**config.mk**
```make
export PLATFORM = sky130hd
export DESIGN_NAME = spi_ctrl
export DESIGN_NICKNAME = d
export VERILOG_FILES = /design/src/spi_ctrl_pkg.sv /design/src/spi_ctrl.sv
export SDC_FILE = /design/constraint.sdc
export NUM_CORES = 1
export LEC_CHECK = 0
export CAP_MARGIN = 20
export CORE_ASPECT_RATIO = 1.1
export CORE_MARGIN = 4
export CORE_UTILIZATION = 30
export CTS_BUF_LIST = sky130_fd_sc_hd__clkbuf_2
export CTS_CLUSTER_DIAMETER = 80
export DETAILED_ROUTE_END_ITERATION = 10
export DONT_BUFFER_PORTS = 1
export PLACE_DENSITY = 0.49
export SYNTH_ARGS = -nofsm -noshare
export SYNTH_HDL_FRONTEND = slang
export SYNTH_SLANG_ARGS = --single-unit
```
**constraint.sdc**
```tcl
create_clock -name clk -period 2.8 [get_ports clk]
set_clock_uncertainty 0.2 [all_clocks]
set_input_delay 0.28 -clock clk [delete_from_list [all_inputs] [get_ports clk]]
set_output_delay 0.28 -clock clk [all_outputs]
set_load 0.005 [all_outputs]
```
**src/spi_ctrl_pkg.sv**
```systemverilog
// constants shared by the serial control block
package spi_ctrl_pkg;
	localparam int DW = 32;
	localparam int AW = 8;
	// byte addresses; control words take four slots: write, clear, set, invert
	localparam logic [7:0] CTRL_OFS = 8'h00;
	localparam logic [7:0] CTRL2_OFS = 8'h10;
	localparam logic [7:0] DATA_OFS = 8'h20;
	localparam logic [7:0] STAT_OFS = 8'h30;
	localparam logic [1:0] OP_WRITE = 2'h0;
	localparam logic [1:0] OP_CLR = 2'h1;
	localparam logic [1:0] OP_SET = 2'h2;
	localparam logic [1:0] OP_INV = 2'h3;
	// serial_control field positions
	localparam int B_FRAMED = 31;
	localparam int B_SYNC_DIR = 30;
	localparam int B_SYNC_POL = 29;
	localparam int B_AUTO_SEL = 28;
	localparam int B_SYNC_PW = 27;
	localparam int B_CNT_HI = 26;
	localparam int B_CNT_LO = 24;
	localparam int B_BAUD_SRC = 23;
	localparam int B_SYNC_EDGE = 17;
	localparam int B_DEEP_BUF = 16;
	localparam int B_ON = 15;
	localparam int B_IDLE_STOP = 13;
	localparam int B_OUT_DIS = 12;
	localparam int B_W_UP = 11;
	localparam int B_W_LO = 10;
	localparam int B_SAMPLE = 9;
	localparam int B_CLK_EDGE = 8;
	localparam int B_SEL_EN = 7;
	localparam int B_CPOL = 6;
	localparam int B_MASTER = 5;
	localparam int B_IN_DIS = 4;
	// second control word
	localparam int B_AUDIO = 7;
	localparam logic [31:0] CTRL_MASK = 32'hFF83_BFFF;
	localparam logic [31:0] CTRL2_MASK = 32'h0000_9F8B;
	localparam logic [31:0] CTRL_LOCK = 32'h0081_0000;
	localparam logic [31:0] CTRL_RESET = 32'h0000_0000;
	localparam logic [31:0] CTRL2_RESET = 32'h0000_0000;
	// status bit positions
	localparam int S_RXFULL = 0;
	localparam int S_TXFULL = 1;
	localparam int S_BUSY = 2;
	localparam int S_FCNT = 8;
	// character lengths in bits
	localparam logic [5:0] LEN8 = 6'h08;
	localparam logic [5:0] LEN16 = 6'h10;
	localparam logic [5:0] LEN32 = 6'h20;
	// half bit period in source ticks
	localparam logic [7:0] HALF_DIV = 8'h04;
	typedef enum logic [3:0] {
		ST_IDLE = 4'b0001,
		ST_LEAD = 4'b0010,
		ST_SHIFT = 4'b0100,
		ST_END = 4'b1000
	} state_t;
endpackage

```
**src/spi_ctrl.sv**
```systemverilog
// serial peripheral control, configuration and shift engine
`timescale 1ns/1ps
`default_nettype none
module spi_ctrl
	import spi_ctrl_pkg::*;
(
	input wire logic clk, // 50 MHz clock
	input wire logic resetn, // async reset, low
	input wire logic [AW-1:0] addr, // byte address
	input wire logic [DW-1:0] wdata, // write data
	input wire logic wr, // write strobe
	input wire logic rd, // read strobe
	output logic [DW-1:0] rdata, // read data, cycle after rd
	input wire logic idle_req, // chip is in idle
	input wire logic reference_clock, // reference clock pin
	input wire logic sck_in, // serial clock pin in
	output logic sck_out, // serial clock out
	output logic sck_oe, // serial clock drive
	input wire logic sdi_in, // serial data in
	output logic serial_out_pin, // serial data out
	output logic serial_out_oe, // data out drive
	input wire logic select_in, // select pin in
	output logic select_out, // select pin out
	output logic select_oe, // select pin drive
	output logic baud_ref_sel, // baud source is reference
	output logic deep_buffer_mode, // deep buffering on
	output logic rx_valid // pulse: character received
);
	logic [31:0] ctrl_reg, ctrl2_reg, ctrl_next, ctrl2_next;
	logic [31:0] tx_reg, rx_reg, sh_reg, rsh_reg, rsh_next;
	logic tx_full_reg, rx_full_reg, rx_valid_reg;
	logic [3:0] s1_reg, s2_reg;
	logic ref_prev_reg, sck_prev_reg;
	logic [7:0] div_reg;
	logic [6:0] half_reg;
	logic [4:0] fcnt_reg;
	logic [4:0] flim;
	state_t state_reg;
	logic sck_reg, sck_oe_reg, sdo_reg, sdo_oe_reg, sel_reg, sel_oe_reg, pulse_reg;
	logic [31:0] rdata_reg;
	logic [5:0] len;
	logic [31:0] init;
	logic on, run, master, framed, sdir, spol, cpol, cedge, smp_end, aud;
	logic base_tick, tick, ev, lead, chg, sample_phase, selected, sync_seen;
	logic start, last, drives_sync;
	logic sck_s, sdi_s, sel_s, ref_s;

	function automatic logic [31:0] alias_op(input logic [31:0] cur, input logic [31:0] d,
		input logic [1:0] op);
		unique case (op)
			OP_CLR: alias_op = cur & ~d;
			OP_SET: alias_op = cur | d;
			OP_INV: alias_op = cur ^ d;
			default: alias_op = d;
		endcase
	endfunction

	assign on = ctrl_reg[B_ON];
	assign run = on & ~(ctrl_reg[B_IDLE_STOP] & idle_req);
	assign master = ctrl_reg[B_MASTER];
	assign framed = ctrl_reg[B_FRAMED];
	assign sdir = ctrl_reg[B_SYNC_DIR];
	assign spol = ctrl_reg[B_SYNC_POL];
	assign aud = ctrl2_reg[B_AUDIO];
	assign cpol = ctrl_reg[B_CPOL] | aud;
	assign cedge = ctrl_reg[B_CLK_EDGE] & ~framed;
	assign smp_end = ctrl_reg[B_SAMPLE] & master;
	assign sck_s = s2_reg[0];
	assign sdi_s = s2_reg[1] & ~ctrl_reg[B_IN_DIS];
	assign sel_s = s2_reg[2];
	assign ref_s = s2_reg[3];

	// pins from outside pass two flops first
	always_ff @(posedge clk or negedge resetn) begin
		if (!resetn) begin
			// select pin idles high; a low copy after reset would look like a select
			s1_reg <= 4'h4;
			s2_reg <= 4'h4;
			ref_prev_reg <= 1'b0;
			sck_prev_reg <= 1'b0;
		end else begin
			s1_reg <= {reference_clock, select_in, sdi_in, sck_in};
			s2_reg <= s1_reg;
			ref_prev_reg <= ref_s;
			sck_prev_reg <= sck_s;
		end
	end

	// control writes through the alias slots
	always_comb begin
		ctrl_next = alias_op(ctrl_reg, wdata, addr[3:2]) & CTRL_MASK;
		if (on) begin
			ctrl_next = (ctrl_next & ~CTRL_LOCK) | (ctrl_reg & CTRL_LOCK);
		end
		if (!ctrl_reg[B_MASTER]) begin
			ctrl_next[B_SAMPLE] = 1'b0;
		end
		ctrl2_next = alias_op(ctrl2_reg, wdata, addr[3:2]) & CTRL2_MASK;
	end

	always_ff @(posedge clk or negedge resetn) begin
		if (!resetn) begin
			ctrl_reg <= CTRL_RESET;
			ctrl2_reg <= CTRL2_RESET;
		end else if (wr && addr[7:4] == CTRL_OFS[7:4]) begin
			ctrl_reg <= ctrl_next;
		end else if (wr && addr[7:4] == CTRL2_OFS[7:4] && !on) begin
			ctrl2_reg <= ctrl2_next; // audio settings held while running
		end
	end

	// character length
	always_comb begin
		if (aud) begin
			len = (ctrl_reg[B_W_UP] | ctrl_reg[B_W_LO]) ? LEN32 : LEN16;
		end else if (ctrl_reg[B_W_UP]) begin
			len = LEN32;
		end else if (ctrl_reg[B_W_LO]) begin
			len = LEN16;
		end else begin
			len = LEN8;
		end
		init = tx_reg << (LEN32 - len);
	end

	// characters per sync pulse, less one
	always_comb begin
		unique case (ctrl_reg[B_CNT_HI:B_CNT_LO])
			3'h1: flim = 5'h01;
			3'h2: flim = 5'h03;
			3'h3: flim = 5'h07;
			3'h4: flim = 5'h0F;
			3'h5: flim = 5'h1F;
			default: flim = 5'h00; // reserved codes behave as every character
		endcase
	end

	// baud tick from the selected source
	assign base_tick = ctrl_reg[B_BAUD_SRC] ? (ref_s & ~ref_prev_reg) : 1'b1;
	assign tick = base_tick && div_reg == HALF_DIV - 8'h01;

	always_ff @(posedge clk or negedge resetn) begin
		if (!resetn) begin
			div_reg <= 8'h00;
		end else if (!run || state_reg == ST_IDLE || tick) begin
			div_reg <= 8'h00;
		end else if (base_tick) begin
			div_reg <= div_reg + 8'h01;
		end
	end

	// edge events: own divider in master, pin edges in slave
	assign selected = framed | ~ctrl_reg[B_SEL_EN] | ~sel_s;
	assign sync_seen = sel_s == spol;
	assign ev = run & (master ? tick : ((sck_s ^ sck_prev_reg) & selected));
	assign lead = master ? (sck_reg == cpol) : (sck_prev_reg == cpol);
	assign chg = (cedge ? ~lead : lead) & ~(half_reg == 7'h00 & ~cedge);
	assign sample_phase = smp_end ? (cedge ? ~lead : lead) : (cedge ? lead : ~lead);
	assign last = ev && half_reg == {len, 1'b0} - 7'h01;
	assign drives_sync = framed & ~sdir & master;
	always_comb begin
		start = 1'b0;
		if (run && tx_full_reg && state_reg == ST_IDLE) begin
			if (framed && sdir) begin
				start = sync_seen;
			end else begin
				start = master | selected;
			end
		end
	end

	always_comb begin
		rsh_next = rsh_reg;
		if (ev && sample_phase && state_reg == ST_SHIFT) begin
			rsh_next = {rsh_reg[30:0], sdi_s};
		end
	end

	// shift engine
	always_ff @(posedge clk or negedge resetn) begin
		if (!resetn) begin
			state_reg <= ST_IDLE;
			half_reg <= 7'h00;
			sh_reg <= 32'h0000_0000;
			rsh_reg <= 32'h0000_0000;
			sdo_reg <= 1'b0;
		end else if (!on) begin
			state_reg <= ST_IDLE;
			half_reg <= 7'h00;
		end else begin
			rsh_reg <= rsh_next;
			unique case (state_reg)
				ST_IDLE: begin
					if (start) begin
						sh_reg <= {init[30:0], 1'b0};
						sdo_reg <= init[31];
						half_reg <= 7'h00;
						rsh_reg <= 32'h0000_0000;
						if (drives_sync && fcnt_reg == 5'h00 && !ctrl_reg[B_SYNC_EDGE]) begin
							state_reg <= ST_LEAD;
						end else begin
							state_reg <= ST_SHIFT;
						end
					end
				end
				ST_LEAD: begin
					if (ev) begin
						half_reg <= half_reg + 7'h01;
						if (half_reg == 7'h01) begin
							half_reg <= 7'h00;
							state_reg <= ST_SHIFT;
						end
					end
				end
				ST_SHIFT: begin
					if (ev) begin
						half_reg <= half_reg + 7'h01;
						if (chg) begin
							sdo_reg <= sh_reg[31];
							sh_reg <= {sh_reg[30:0], 1'b0};
						end
						if (last) begin
							state_reg <= ST_END;
						end
					end
				end
				ST_END: begin
					state_reg <= ST_IDLE;
				end
				default: state_reg <= ST_IDLE;
			endcase
		end
	end

	// data register and receive holding
	always_ff @(posedge clk or negedge resetn) begin
		if (!resetn) begin
			tx_reg <= 32'h0000_0000;
			tx_full_reg <= 1'b0;
		end else if (wr && addr == DATA_OFS) begin
			tx_reg <= wdata;
			tx_full_reg <= 1'b1;
		end else if (start) begin
			tx_full_reg <= 1'b0;
		end
	end

	always_ff @(posedge clk or negedge resetn) begin
		if (!resetn) begin
			rx_reg <= 32'h0000_0000;
			rx_full_reg <= 1'b0;
			rx_valid_reg <= 1'b0;
		end else begin
			rx_valid_reg <= state_reg == ST_END;
			if (state_reg == ST_END) begin
				rx_reg <= rsh_reg;
				rx_full_reg <= 1'b1; // a new character beats a same-cycle read
			end else if (rd && addr == DATA_OFS) begin
				rx_full_reg <= 1'b0;
			end
		end
	end

	// characters since the last sync pulse
	always_ff @(posedge clk or negedge resetn) begin
		if (!resetn) begin
			fcnt_reg <= 5'h00;
		end else if (!framed) begin
			fcnt_reg <= 5'h00;
		end else if (state_reg == ST_END) begin
			fcnt_reg <= (fcnt_reg >= flim) ? 5'h00 : fcnt_reg + 5'h01;
		end
	end

	// frame sync pulse, active while pulse_reg is high
	always_ff @(posedge clk or negedge resetn) begin
		if (!resetn) begin
			pulse_reg <= 1'b0;
		end else if (!on || state_reg == ST_END) begin
			pulse_reg <= 1'b0;
		end else if (start) begin
			pulse_reg <= drives_sync && fcnt_reg == 5'h00;
		end else if (!ctrl_reg[B_SYNC_PW] && ev && half_reg == 7'h01) begin
			pulse_reg <= 1'b0;
		end
	end

	// pins
	always_ff @(posedge clk or negedge resetn) begin
		if (!resetn) begin
			sck_reg <= 1'b0;
			sel_reg <= 1'b1;
			sel_oe_reg <= 1'b0;
			sdo_oe_reg <= 1'b0;
			sck_oe_reg <= 1'b0;
		end else begin
			if (master && ev && (state_reg == ST_LEAD || state_reg == ST_SHIFT)) begin
				sck_reg <= ~sck_reg;
			end else if (state_reg == ST_IDLE || state_reg == ST_END) begin
				sck_reg <= cpol;
			end
			sdo_oe_reg <= on & ~ctrl_reg[B_OUT_DIS];
			// registered so the drive cannot glitch when idle_req moves
			sck_oe_reg <= on & ~ctrl_reg[B_OUT_DIS] & master & run;
			sel_oe_reg <= on & master & (drives_sync | (~framed & ctrl_reg[B_AUTO_SEL]));
			if (framed) begin
				sel_reg <= pulse_reg ? spol : ~spol;
			end else begin
				sel_reg <= (state_reg == ST_LEAD || state_reg == ST_SHIFT) ? spol : ~spol;
			end
		end
	end

	always_ff @(posedge clk or negedge resetn) begin
		if (!resetn) begin
			rdata_reg <= 32'h0000_0000;
		end else if (rd) begin
			unique case (addr)
				CTRL_OFS: rdata_reg <= ctrl_reg;
				CTRL2_OFS: rdata_reg <= ctrl2_reg;
				DATA_OFS: rdata_reg <= rx_reg;
				STAT_OFS: begin
					rdata_reg <= 32'h0000_0000;
					rdata_reg[S_RXFULL] <= rx_full_reg;
					rdata_reg[S_TXFULL] <= tx_full_reg;
					rdata_reg[S_BUSY] <= state_reg != ST_IDLE;
					rdata_reg[S_FCNT +: 5] <= fcnt_reg;
				end
				default: rdata_reg <= 32'h0000_0000;
			endcase
		end else begin
			rdata_reg <= 32'h0000_0000;
		end
	end

	assign rdata = rdata_reg;
	assign sck_out = sck_reg;
	assign sck_oe = sck_oe_reg;
	assign serial_out_pin = sdo_reg;
	assign serial_out_oe = sdo_oe_reg;
	assign select_out = sel_reg;
	assign select_oe = sel_oe_reg;
	assign baud_ref_sel = ctrl_reg[B_BAUD_SRC];
	assign deep_buffer_mode = ctrl_reg[B_DEEP_BUF];
	assign rx_valid = rx_valid_reg;
endmodule // spi_ctrl
`default_nettype wire

```
# Word-level counts from Yosys, hierarchy flattened
# Cells that the tools add are included.
# op_classes
add_sub_neg	5
multipliers	0
bitwise	47
magnitude_cmp	1
div_mod_pow	0
reduce_logical	41
shifts	1
muxes	61
n_eq_ne	33
# ops
operator	n
$mux 32	8
$pmux 32 s4	1
$pmux 32 s3	1
$pmux 32 s2	1
$pmux 16 s3	1
$mux 7	5
$and 32x32->32	1
$not 32->32	1
$or 32x24->32	1
$or 32x32->32	1
$shl 32x6->32	1
$xor 32x32->32	1
$pmux 5 s5	1
$mux 1	24
$mux 4	6
$pmux 7 s3	1
$mux 5	4
$and 1x1->1	18
$logic_and 1x1->1	18
$mux 6	3
$and 16x16->16	1
$eq 8x6->1 const B	2
$mux 8	2
$or 16x16->16	1
other kinds (42)	85
# word_totals
ramBits	0
memories	0
out_inout_bits	41
romBits	0
input_bits	49
latchBits	0
elab_cells	214
register_bits	246

# Logic depth before layout (Yosys ltp)
# Gate-level depths: netlist of the first run.
# logic_depth
depth_word	11
mapped_depth	9
depth_no_buf	9

# Least setup slack after synthesis of the first run
# No wires, ideal clock.
# synth_timing
kind	register to register
start	register state_reg[0]
end	register half_reg[6]
required_time_ns	2.496
stages_incl_launch_ff	7
arrival_time_ns	2.010
n_path_buf	1
path_slack_ns	0.487
period_less_slack_ns	2.313
setup_ns	0.104
cell_sequence	dfstp_2 > or4b_4 > nor2_4 > a211oi_4 > or2_1 > buf_2 > o41ai_2
# synth_via
elab_chain_len	5
elab_cells_between_ends	12
cone_classes	eq/ne: 7; mux: 3; reduce/logical: 2
# synth_rtl
element	line_no	rtl
start: declaration	spi_ctrl.sv:38	state_t state_reg;
start signal: assignment	spi_ctrl.sv:182	state_reg <= ST_IDLE;
start signal: assignment	spi_ctrl.sv:188	state_reg <= ST_IDLE;
start signal: assignment	spi_ctrl.sv:200	state_reg <= ST_LEAD;
$eq 4x1->1	spi_ctrl.sv:163, spi_ctrl.sv:192	
$logic_and 1x1->1	spi_ctrl.sv:163	if (run && tx_full_reg && state_reg == ST_IDLE) begin
$mux 1	spi_ctrl.sv:163	
$ne 3x3->1 (no source line)	--	
$reduce_and 4->1 (no source line)	--	
end signal: assignment	spi_ctrl.sv:208	half_reg <= half_reg + 7'h01;
end signal: assignment	spi_ctrl.sv:217	half_reg <= half_reg + 7'h01;
end: declaration	spi_ctrl.sv:35	logic [6:0] half_reg;
# Parallel ways exist; a longest one is shown, timed or not.
# A chain may end at the register's enable or synchronous reset.

# Final worst setup path of the first run
# layout_timing
start	input port addr[5]
end	register ctrl_reg[3]
# layout_via
elab_chain_len	2
# layout_rtl
element	line_no	rtl
start: declaration	spi_ctrl.sv:9	input wire logic [AW-1:0] addr,
$logic_not 4->1	spi_ctrl.sv:105	end else if (wr && addr[7:4] == CTRL_OFS[7:4]) begin
$logic_and 1x1->1	spi_ctrl.sv:105	
end signal: assignment	spi_ctrl.sv:106	ctrl_reg <= ctrl_next;
end: declaration	spi_ctrl.sv:29	logic [31:0] ctrl_reg, ctrl2_reg, ctrl_next, ctrl2_next;
# No other way between the ends.

==> impl_metrics.json, run 1 <==
{
  "status": "complete, but fails checks",
  "violations": "hold timing",
  "period_needed_ns": 2.77,
  "sequentialPowerShare_pct": 47.1,
  "critPathMostFrequentCell": "dlygate4sd3_1",
  "fill_cells": 4227,
  "synthCells": 1197,
  "antenna_found_initial": 3,
  "path_cells": "dlygate4sd3_1 -> dlygate4sd3_1 -> nor4_1 -> nand2_2 -> buf_4 -> a211oi_1 -> dlygate4sd3_1 -> a21oi_1",
  "p_comb_share_pct": 20.0,
  "power_w": 0.00849,
  "p_int_w": 0.00566,
  "drt_pre_antenna_iters": 7,
  "cts_tree": "built",
  "ys_seq_area_share_pct": 47.8,
  "slew_headroom_pct": 42.1,
  "grt_pass1_vias": 10100,
  "clkPwrFrac_pct": 32.8,
  "grt_pass1_wl_um": 58100,
  "p_leak_nw": 7.16,
  "dp.cells": 1710,
  "cts_max_path_buffers": 3,
  "setup_tns_ns": 0,
  "power_switching_share_pct": 33.3,
  "setup_viol": 0,
  "ir_drop_v": 0.000322,
  "ys_seq_elements": 239,
  "rows": 78,
  "hold_viol_final": 239,
  "post_synth.cell_area_avg_um2": 10.5,
  "drc": 0,
  "vias_per_cell": 4.98,
  "die_w_um": 203,
  "crit_fanout": 43,
  "core_area_mm2": 0.0412,
  "synth_edf_count": 0,
  "final_common_cell": "dfrtp_1",
  "clock-root-buffer": "clkbuf_2",
  "die_h_um": 222,
  "initial_core_util_pct": 30.4,
  "fmax_mhz": 361,
  "rsz0062_at_grt": "no",
  "end_kind": "flop",
  "num_io_pins": 90,
  "cts_made_buffers": 69,
  "detail-route-antenna-nets": 0,
  "clk_latency_ns": 0.93,
  "netlist_area_mm2": 0.0125,
  "drive_gt1_share_pct": 16.8,
  "dieArea_mm2": 0.0450,
  "regArea_mm2": 0.00599,
  "wirelength_um": 36400,
  "cts.sinks": 239,
  "multi_input_comb_area_mm2": 0.00593,
  "crit_arrival_ns": 3.32,
  "grt_usage_pct": 16.3,
  "p_switching_w": 0.00283,
  "mostFrequentLayoutCells": "dfrtp_1, dlygate4sd3_1, nand2_1",
  "worst_hold_slack_ns": -1.09,
  "hold_buffers": 128,
  "wl_per_cell_um": 18.5,
  "min-delay-path-class": "in2async",
  "critPathKind": "in2reg",
  "synthArstFlopShare_pct": 100,
  "synth_cell_type_count": 61,
  "drv_slew": 0,
  "gp_congestion": 0.743,
  "h-tree-depth": 3,
  "via_count": 9783,
  "synth_warnings": 0,
  "final_nets": 1485,
  "crit_path_start": "addr[5]",
  "dp_hpwl_um": 23500,
  "clkSlewWorstSetupHoldPaths_ns": 0.10,
  "grt.overflow.total": 0,
  "synth_flop_cell": "dfrtp_1",
  "cp_data_required_time_ns": 3.35,
  "synthToLayoutAreaGrowth_pct": 21.7,
  "cpMaxStageDelayCell": "dlygate4sd3_1",
  "slowest_delay_ns": 0.61,
  "syn-num-nets": 1329,
  "cap_violations": 0,
  "drt_iter0_markers": 731,
  "fin_cells": 1965,
  "finalCritPeriodShare_pct": 99.0,
  "grt_max_degree": 240,
  "rr_startpoint": "ctrl2_reg[0]",
  "start_kind": "input port",
  "port_buffers": 0,
  "worst_pin_slew_ns": 0.868,
  "powerDensity_mw_per_mm2": 558
}
==> layer usage <==
layer  track usage [%]  vias to the layer above  wire length (µm)
met5                 0                        -                 0
met4              5.30                        0               966
met3              4.35                       54              1820
met2              25.7                      224             17000
met1              21.9                     4890             16600
li1                  -                     4615                 -
==> through the flow <==
stage	instance area, µm²	util (%)	hold WS [ns]	setup slack, ns
2_1_floorplan	12500	-	-0.216	0.487
3_3_place_gp	13200	32.0	-0.193	0.229
3_5_place_dp	13200	32.0	-0.195	0.221
4_1_cts	15200	36.9	-1.26	0.0540
5_1_grt	15200	37.0	-1.21	0.00356
6_report	15200	37.0	-1.09	0.0283
==> cell type report <==
cell class | instances | area share, %
inverter | 85 | 2.10
multi-input combinational | 798 | 39.0
clock buffer | 93 | 3.06
antenna | 4 | 0.0657
sequential | 239 | 39.3
timing repair buffer | 160 | 10.6
tap | 560 | 4.60
clock inverter | 26 | 1.32
==> cells by family (layout without fill, tap and decap cells) <==
logic type / count (synthesis) / count (layout) / share of synthesized area (%)
fa+ha+maj: 83 / 83 / 8.30
compound gates: 290 / 290 / 15.4
simple gates: 298 / 298 / 11.0
mux: 112 / 112 / 11.4
flops: 239 / 239 / 47.8
buf+inv: 160 / 364 / 4.92
xor+xnor: 15 / 15 / 1.05
other cells: 0 / 4 / 0
==> final timing paths <==
path                       slack [ns]            to  cells past startpoint
hold reg to reg                  0.16     s2_reg[3]                      0
max in group asynchronous        2.77   ctrl_reg[5]                      0
setup / recovery                 0.03   ctrl_reg[3]                      8
min in group clk                 0.16     s2_reg[3]                      0
hold / removal                  -1.09    sh_reg[16]                      0
setup reg to reg                 0.15  ctrl2_reg[0]                      7
==> synthesized netlist by cell type, drive strengths merged, types with 10 or more instances <==
| cell | instances | area share (%) |
|---|---|---|
| a211oi | 39 | 2.4 |
| a21oi | 85 | 3.5 |
| a222oi | 19 | 1.5 |
| a22o | 16 | 1.1 |
| a22oi | 30 | 1.8 |
| and3 | 12 | 0.60 |
| buf | 21 | 0.75 |
| clkbuf | 54 | 1.6 |
| dfrtp | 235 | 47 |
| ha | 83 | 8.3 |
| inv | 85 | 2.6 |
| mux2 | 87 | 7.8 |
| mux4 | 16 | 2.9 |
| nand2 | 123 | 3.7 |
| nand3 | 44 | 1.8 |
| nor2 | 74 | 2.3 |
| o2111ai | 10 | 0.70 |
| o21ai | 67 | 2.7 |
| xor2 | 10 | 0.70 |
==> power groups by stage <==
stage	Sequential, W	Clock [W]	Combinational (W)
floorplan	0.00394	0	0.00108
global placement	0.00407	0	0.00139
detailed placement	0.00407	0	0.00143
CTS	0.00400	0.00292	0.00169
global route	0.00404	0.00309	0.00193
finish	0.00400	0.00279	0.00170
==> worst max-delay path, delay by kind of cell <==
family                 cells  cell delay [ns]
AND/OR/NAND/NOR            2             0.69
AO/OA/AOI/OAI              2             0.28
buffers and inverters      4             2.04
==> repair_timing <==
| item | in CTS | in global routing |
|---|---|---|
| resized for setup | 0 | 4 |
| setup endpoints to repair | 0 | 12 |
| setup buffers | 0 | 2 |
| hold endpoints to repair | 392 | 239 |
Note: power is estimated with default switching activity, not from simulation.
==> run 2: changes to the inputs <==
GPL_TIMING_DRIVEN = 0   (was not set)
PLACE_DENSITY = 0.48   (was 0.49)
==> run 2 against run 1 <==
The run still ends with hold timing left. Global-route usage up 0.84 points. Power about the same. Critical path depth fell by 2. Largest cell class unchanged. Critical path type unchanged. Combinational power shrank 3%.
==> impl_metrics.json, run 2 (synthesis results as in run 1) <==
{
  "power_w": 0.00850,
  "crit_arrival_ns": 3.41,
  "grt_pass1_vias": 10200,
  "status": "complete, but fails checks",
  "final_common_cell": "dfrtp_1",
  "end_kind": "flop",
  "worst_hold_slack_ns": -1.16,
  "ir_drop_v": 0.000271,
  "violations": "hold timing",
  "vias_per_cell": 5.07,
  "top_layer_used": "met4",
  "dp.cells": 1757,
  "p_leak_nw": 7.00,
  "grt_pass1_wl_um": 60400,
  "rows": 78,
  "die_h_um": 222,
  "drv_slew": 0,
  "sequentialPowerShare_pct": 47.5,
  "die_w_um": 203,
  "wirelength_um": 38800,
  "num_io_pins": 90,
  "cts_max_path_buffers": 3,
  "wirelength_met1_um": 17500,
  "cts.sinks": 239,
  "h-tree-depth": 3,
  "post-place-ws_ns": -0.282,
  "fin_cells": 1984,
  "worstReg2RegEnd": "sh_reg[17]",
  "mostFrequentLayoutCells": "dfrtp_1, nand2_1, clkbuf_2",
  "core_area_mm2": 0.0412,
  "min-delay-path-class": "in2async",
  "p_switching_w": 0.00291,
  "dieArea_mm2": 0.0450,
  "cts_tree": "built",
  "grt_usage_pct": 17.1,
  "p_comb_share_pct": 19.4,
  "via_count": 10100,
  "reg2regPathDepth": 8,
  "gp_congestion": 0.813,
  "crit_fanout": 5,
  "routed-wl-met3_um": 2240,
  "wl_per_cell_um": 19.6,
  "ff2ff_setup_slack_ns": 0.17,
  "drc": 0,
  "fill_cells": 4294,
  "antenna_found_initial": 2,
  "fmax_mhz": 359,
  "regArea_mm2": 0.00599,
  "cp_data_required_time_ns": 3.43,
  "critPathKind": "in2reg",
  "start_kind": "input port",
  "p_int_w": 0.00559,
  "wl_met2_um": 18300,
  "fin_ws_ns": 0.0164,
  "dp_hpwl_um": 26600,
  "port_buffers": 0,
  "initial_core_util_pct": 30.4,
  "final_nets": 1506,
  "power_switching_share_pct": 34.2,
  "cts_made_buffers": 70,
  "drive_gt1_share_pct": 16.3,
  "cap_violations": 0,
  "powerDensity_mw_per_mm2": 566,
  "synthToLayoutAreaGrowth_pct": 19.9,
  "rr_startpoint": "ctrl_reg[23]",
  "slew_headroom_pct": 34.6,
  "hold_viol_final": 239,
  "grt.overflow.total": 0,
  "drt_iter0_markers": 657,
  "clock-root-buffer": "clkbuf_2",
  "grt_max_degree": 240,
  "multi_input_comb_area_mm2": 0.00595,
  "detail-route-antenna-nets": 0,
  "clkPwrFrac_pct": 33.1,
  "clk_latency_ns": 0.95,
  "setup_viol": 0,
  "period_needed_ns": 2.78,
  "worst_pin_slew_ns": 0.981,
  "setup_tns_ns": 0,
  "drt_pre_antenna_iters": 7,
  "clkSlewWorstSetupHoldPaths_ns": 0.10,
  "finalCritPeriodShare_pct": 99.4
}
## run 2: what timing repair did
| item | 4_1_cts | 5_1_grt |
|---|---|---|
| pin swaps | 1 | 2 |
| hold buffers | 97 | 3 |
| setup buffers | 3 | 4 |
| endpoints found under the setup margin | 71 | 66 |
| hold endpoints to repair | 393 | 274 |
| gates resized for setup | 11 | 13 |
## run 2: metal layers
layer	track usage (%)	up-vias
li1	-	4659
met1	23.1	5049
met2	27.3	288
met3	4.36	64
met4	4.93	0
met5	0	-
## run 2: stage by stage
| step | instance area [µm²] | hold WS (ns) | util [%] |
|---|---|---|---|
| 2_1_floorplan | 12500 | -0.216 | - |
| 6_report | 15000 | -1.16 | 36.4 |
| 3_3_place_gp | 13200 | -0.193 | 32.1 |
| 5_1_grt | 15000 | -1.30 | 36.4 |
| 4_1_cts | 14900 | -1.29 | 36.2 |
| 3_5_place_dp | 13200 | -0.194 | 32.1 |
## run 2: critical path: stages
cell	delay, ns
dlygate4sd3_1	0.62
buf_1	0.29
dlygate4sd3_1	0.84
mux4_2	0.56
mux2_2	0.27
dlygate4sd3_1	0.56
## run 2: power by group through the flow
stage	clock [W]	combinational (W)	sequential (W)
2_1_floorplan	0	0.00108	0.00394
5_1_grt	0.00314	0.00186	0.00407
6_report	0.00281	0.00165	0.00403
3_5_place_dp	0	0.00146	0.00409
4_1_cts	0.00296	0.00164	0.00404
3_3_place_gp	0	0.00141	0.00409
## run 2: layout make-up
cell class	instances	area share, %
Clock buffer	96	3.20
Inverter	85	2.13
Buffer	75	2.06
Multi-Input combinational cell	798	39.7
Clock inverter	23	1.23
Tap cell	560	4.67
Antenna cell	3	0.0500
Sequential cell	239	39.9
Timing Repair Buffer	105	7.06
## run 2: worst max path at each step
stage	start	end	slack [ns]	cells after the start
4_1_cts	ctrl_reg[11]	ctrl_reg[11]	0.02	7
3_3_place_gp	ctrl_reg[5]	sh_reg[25]	-0.31	7
6_report	addr[2]	ctrl_reg[16]	0.02	6
5_1_grt	half_reg[4]	sh_reg[8]	-0.01	8
3_5_place_dp	ctrl_reg[5]	sh_reg[26]	-0.28	7
2_1_floorplan	state_reg[0]	half_reg[6]	0.49	6
==> run 3: changes to the inputs <==
CTS_BUF_LIST = sky130_fd_sc_hd__clkbuf_8   (was sky130_fd_sc_hd__clkbuf_2)
clock period = 2.9 ns   (was 2.8 ns; I/O delays follow)
==> run 3 against run 2 <==
The run still ends with hold timing left. Clock power increased by 28%. Global-route usage up 0.26 points. Worst hold slack better by 0.35 ns. Flip-flop and latch count stayed put. Die area is the same. Sequential power fell by 3%. Register-to-register slack lost 0.07 ns. Power rose by 6.3%. Setup slack improved by 0.0099 ns. Via count decreased by 2.8%. Critical path depth unchanged. Routed wire length up 1.8%. Critical endpoint unchanged. Largest cell class unchanged.
==> impl_metrics.json, run 3 (synthesis results as in run 1) <==
{
  "final_nets": 1436,
  "dp_hpwl_um": 26600,
  "antenna_found_initial": 1,
  "hold_buffers": 55,
  "drt_iter0_markers": 694,
  "h-tree-depth": 2,
  "fin_cells": 1905,
  "hold_viol_final": 239,
  "setup_viol": 0,
  "gp_congestion": 0.813,
  "slowest_delay_ns": 0.68,
  "met3_usage_pct": 4.09,
  "drv_slew": 0,
  "drt_pre_antenna_iters": 7,
  "dieArea_mm2": 0.0450,
  "cts_max_path_buffers": 3,
  "multi_input_comb_area_mm2": 0.00595,
  "path_cells": "dlygate4sd3_1 -> nor4_1 -> dlygate4sd3_1 -> nand2_1 -> dlygate4sd3_1 -> mux2_2",
  "grt_usage_pct": 17.4,
  "fin_ws_ns": 0.0263,
  "period_needed_ns": 2.87,
  "num_io_pins": 90,
  "dp.cells": 1757,
  "status": "complete, but fails checks",
  "die_h_um": 222,
  "core_area_mm2": 0.0412,
  "final_util_pct": 36.1,
  "cts_made_buffers": 46,
  "end_kind": "flop",
  "clock-root-buffer": "clkbuf_8",
  "grt-busiest-layer": "met2",
  "drc": 0,
  "rsz0062_at_grt": "no",
  "port_buffers": 0,
  "met2_usage_pct": 26.2,
  "clkSlewWorstSetupHoldPaths_ns": 0.07,
  "rows": 78,
  "crit_arrival_ns": 3.17,
  "violations": "hold timing",
  "cts_tree": "built",
  "cpMaxStageDelayCell": "dlygate4sd3_1",
  "grt.overflow.total": 0,
  "regArea_mm2": 0.00599,
  "worst_pin_slew_ns": 0.902,
  "synthToLayoutAreaGrowth_pct": 18.8,
  "path_buf_inv": 3,
  "post-place-ws_ns": -0.182,
  "critPathKind": "in2reg",
  "wl_per_cell_um": 20.7,
  "grt_max_degree": 240,
  "critPathMostFrequentCell": "dlygate4sd3_1",
  "grt_pass1_wl_um": 60800,
  "grt_pass1_vias": 9821,
  "vias_per_cell": 5.13,
  "p_leak_nw": 6.79,
  "grt_util_met1_pct": 24.4,
  "finalCritPeriodShare_pct": 99.1,
  "min-delay-path-class": "in2async",
  "final_common_cell": "dfrtp_1",
  "initial_core_util_pct": 30.4,
  "detail-route-antenna-nets": 0,
  "fill_cells": 4225,
  "fmax_mhz": 348,
  "drive_gt1_share_pct": 14.4,
  "via_count": 9781,
  "crit_fanout": 4,
  "crit_family": "buffers and inverters",
  "clk_latency_ns": 0.61,
  "wirelength_um": 39500,
  "die_w_um": 203,
  "slew_headroom_pct": 39.9,
  "mostFrequentLayoutCells": "dfrtp_1, nand2_1, inv_1",
  "cap_violations": 0,
  "cp_data_required_time_ns": 3.20,
  "ir_drop_v": 0.000352,
  "worst_hold_slack_ns": -0.813,
  "start_kind": "input port",
  "cts.sinks": 239,
  "powerDensity_mw_per_mm2": 607
}
## run 3: cell types whose count changed in the layout (fill, tap and decap cells not counted), sizes merged
cell / delta
dlygate4sd3: -43
clkbuf: -31
inv: +9
clkinv: -6
buf: -3
bufinv: -3
clkinvlp: -2
## run 3: where the power goes
group	leakage, nW	switching, W	internal [W]	total, W
logic	3.06	0.000915	0.000606	0.00152
registers	3.16	0.000327	0.00358	0.00390
clock network	0.561	0.00159	0.00201	0.00360
## run 3: area by class of cell
| type | count | area share, % |
|---|---|---|
| inverters | 85 | 2.15 |
| plain buffers | 75 | 2.03 |
| clock inverters | 21 | 0.774 |
| diodes | 3 | 0.0505 |
| clock buffers | 65 | 6.02 |
| multi-input cells | 798 | 40.0 |
| repair buffers | 59 | 3.99 |
| flip-flops and latches | 239 | 40.3 |
| well taps | 560 | 4.71 |
## run 3: path summary, 6_finish.rpt
| check | from | end | slack, ns | cells past startpoint |
|---|---|---|---|---|
| max | addr[4] | ctrl_reg[16] | 0.03 | 6 |
| min | resetn | tx_reg[6] | -0.81 | 0 |
| max reg2reg | ctrl_reg[10] | ctrl_reg[10] | 0.10 | 7 |
| min reg2reg | s1_reg[1] | s2_reg[1] | 0.15 | 0 |
| max in group asynchronous | resetn | s2_reg[2] | 2.91 | 0 |
| min in group clk | wdata[9] | ctrl_reg[9] | 0.07 | 5 |
## run 3: metal layers
layer / wire length, µm / vias to the layer above
li1: - / 4494
met1: 18000 / 4897
met2: 17600 / 306
met3: 2700 / 82
met4: 1270 / 2
met5: 11 / -
## run 3: repair_timing
item,in CTS,in global routing
hold endpoints to repair,345,239
buffers inserted,0,4
resized for setup,5,7
setup endpoints to repair,43,49
pin swaps,0,2
## run 3: stage by stage
stage                     setup TNS [ns]  power (W)  hold slack (ns)  cell area [µm²]
after floorplan                        0    0.00485           -0.206            12500
after global placement             -5.23    0.00532           -0.183            13200
after detailed placement           -4.55    0.00536           -0.184            13200
after CTS                              0    0.00913           -0.865            14800
after global routing                   0    0.00955           -0.853            14900
final                                  0    0.00903           -0.813            14900
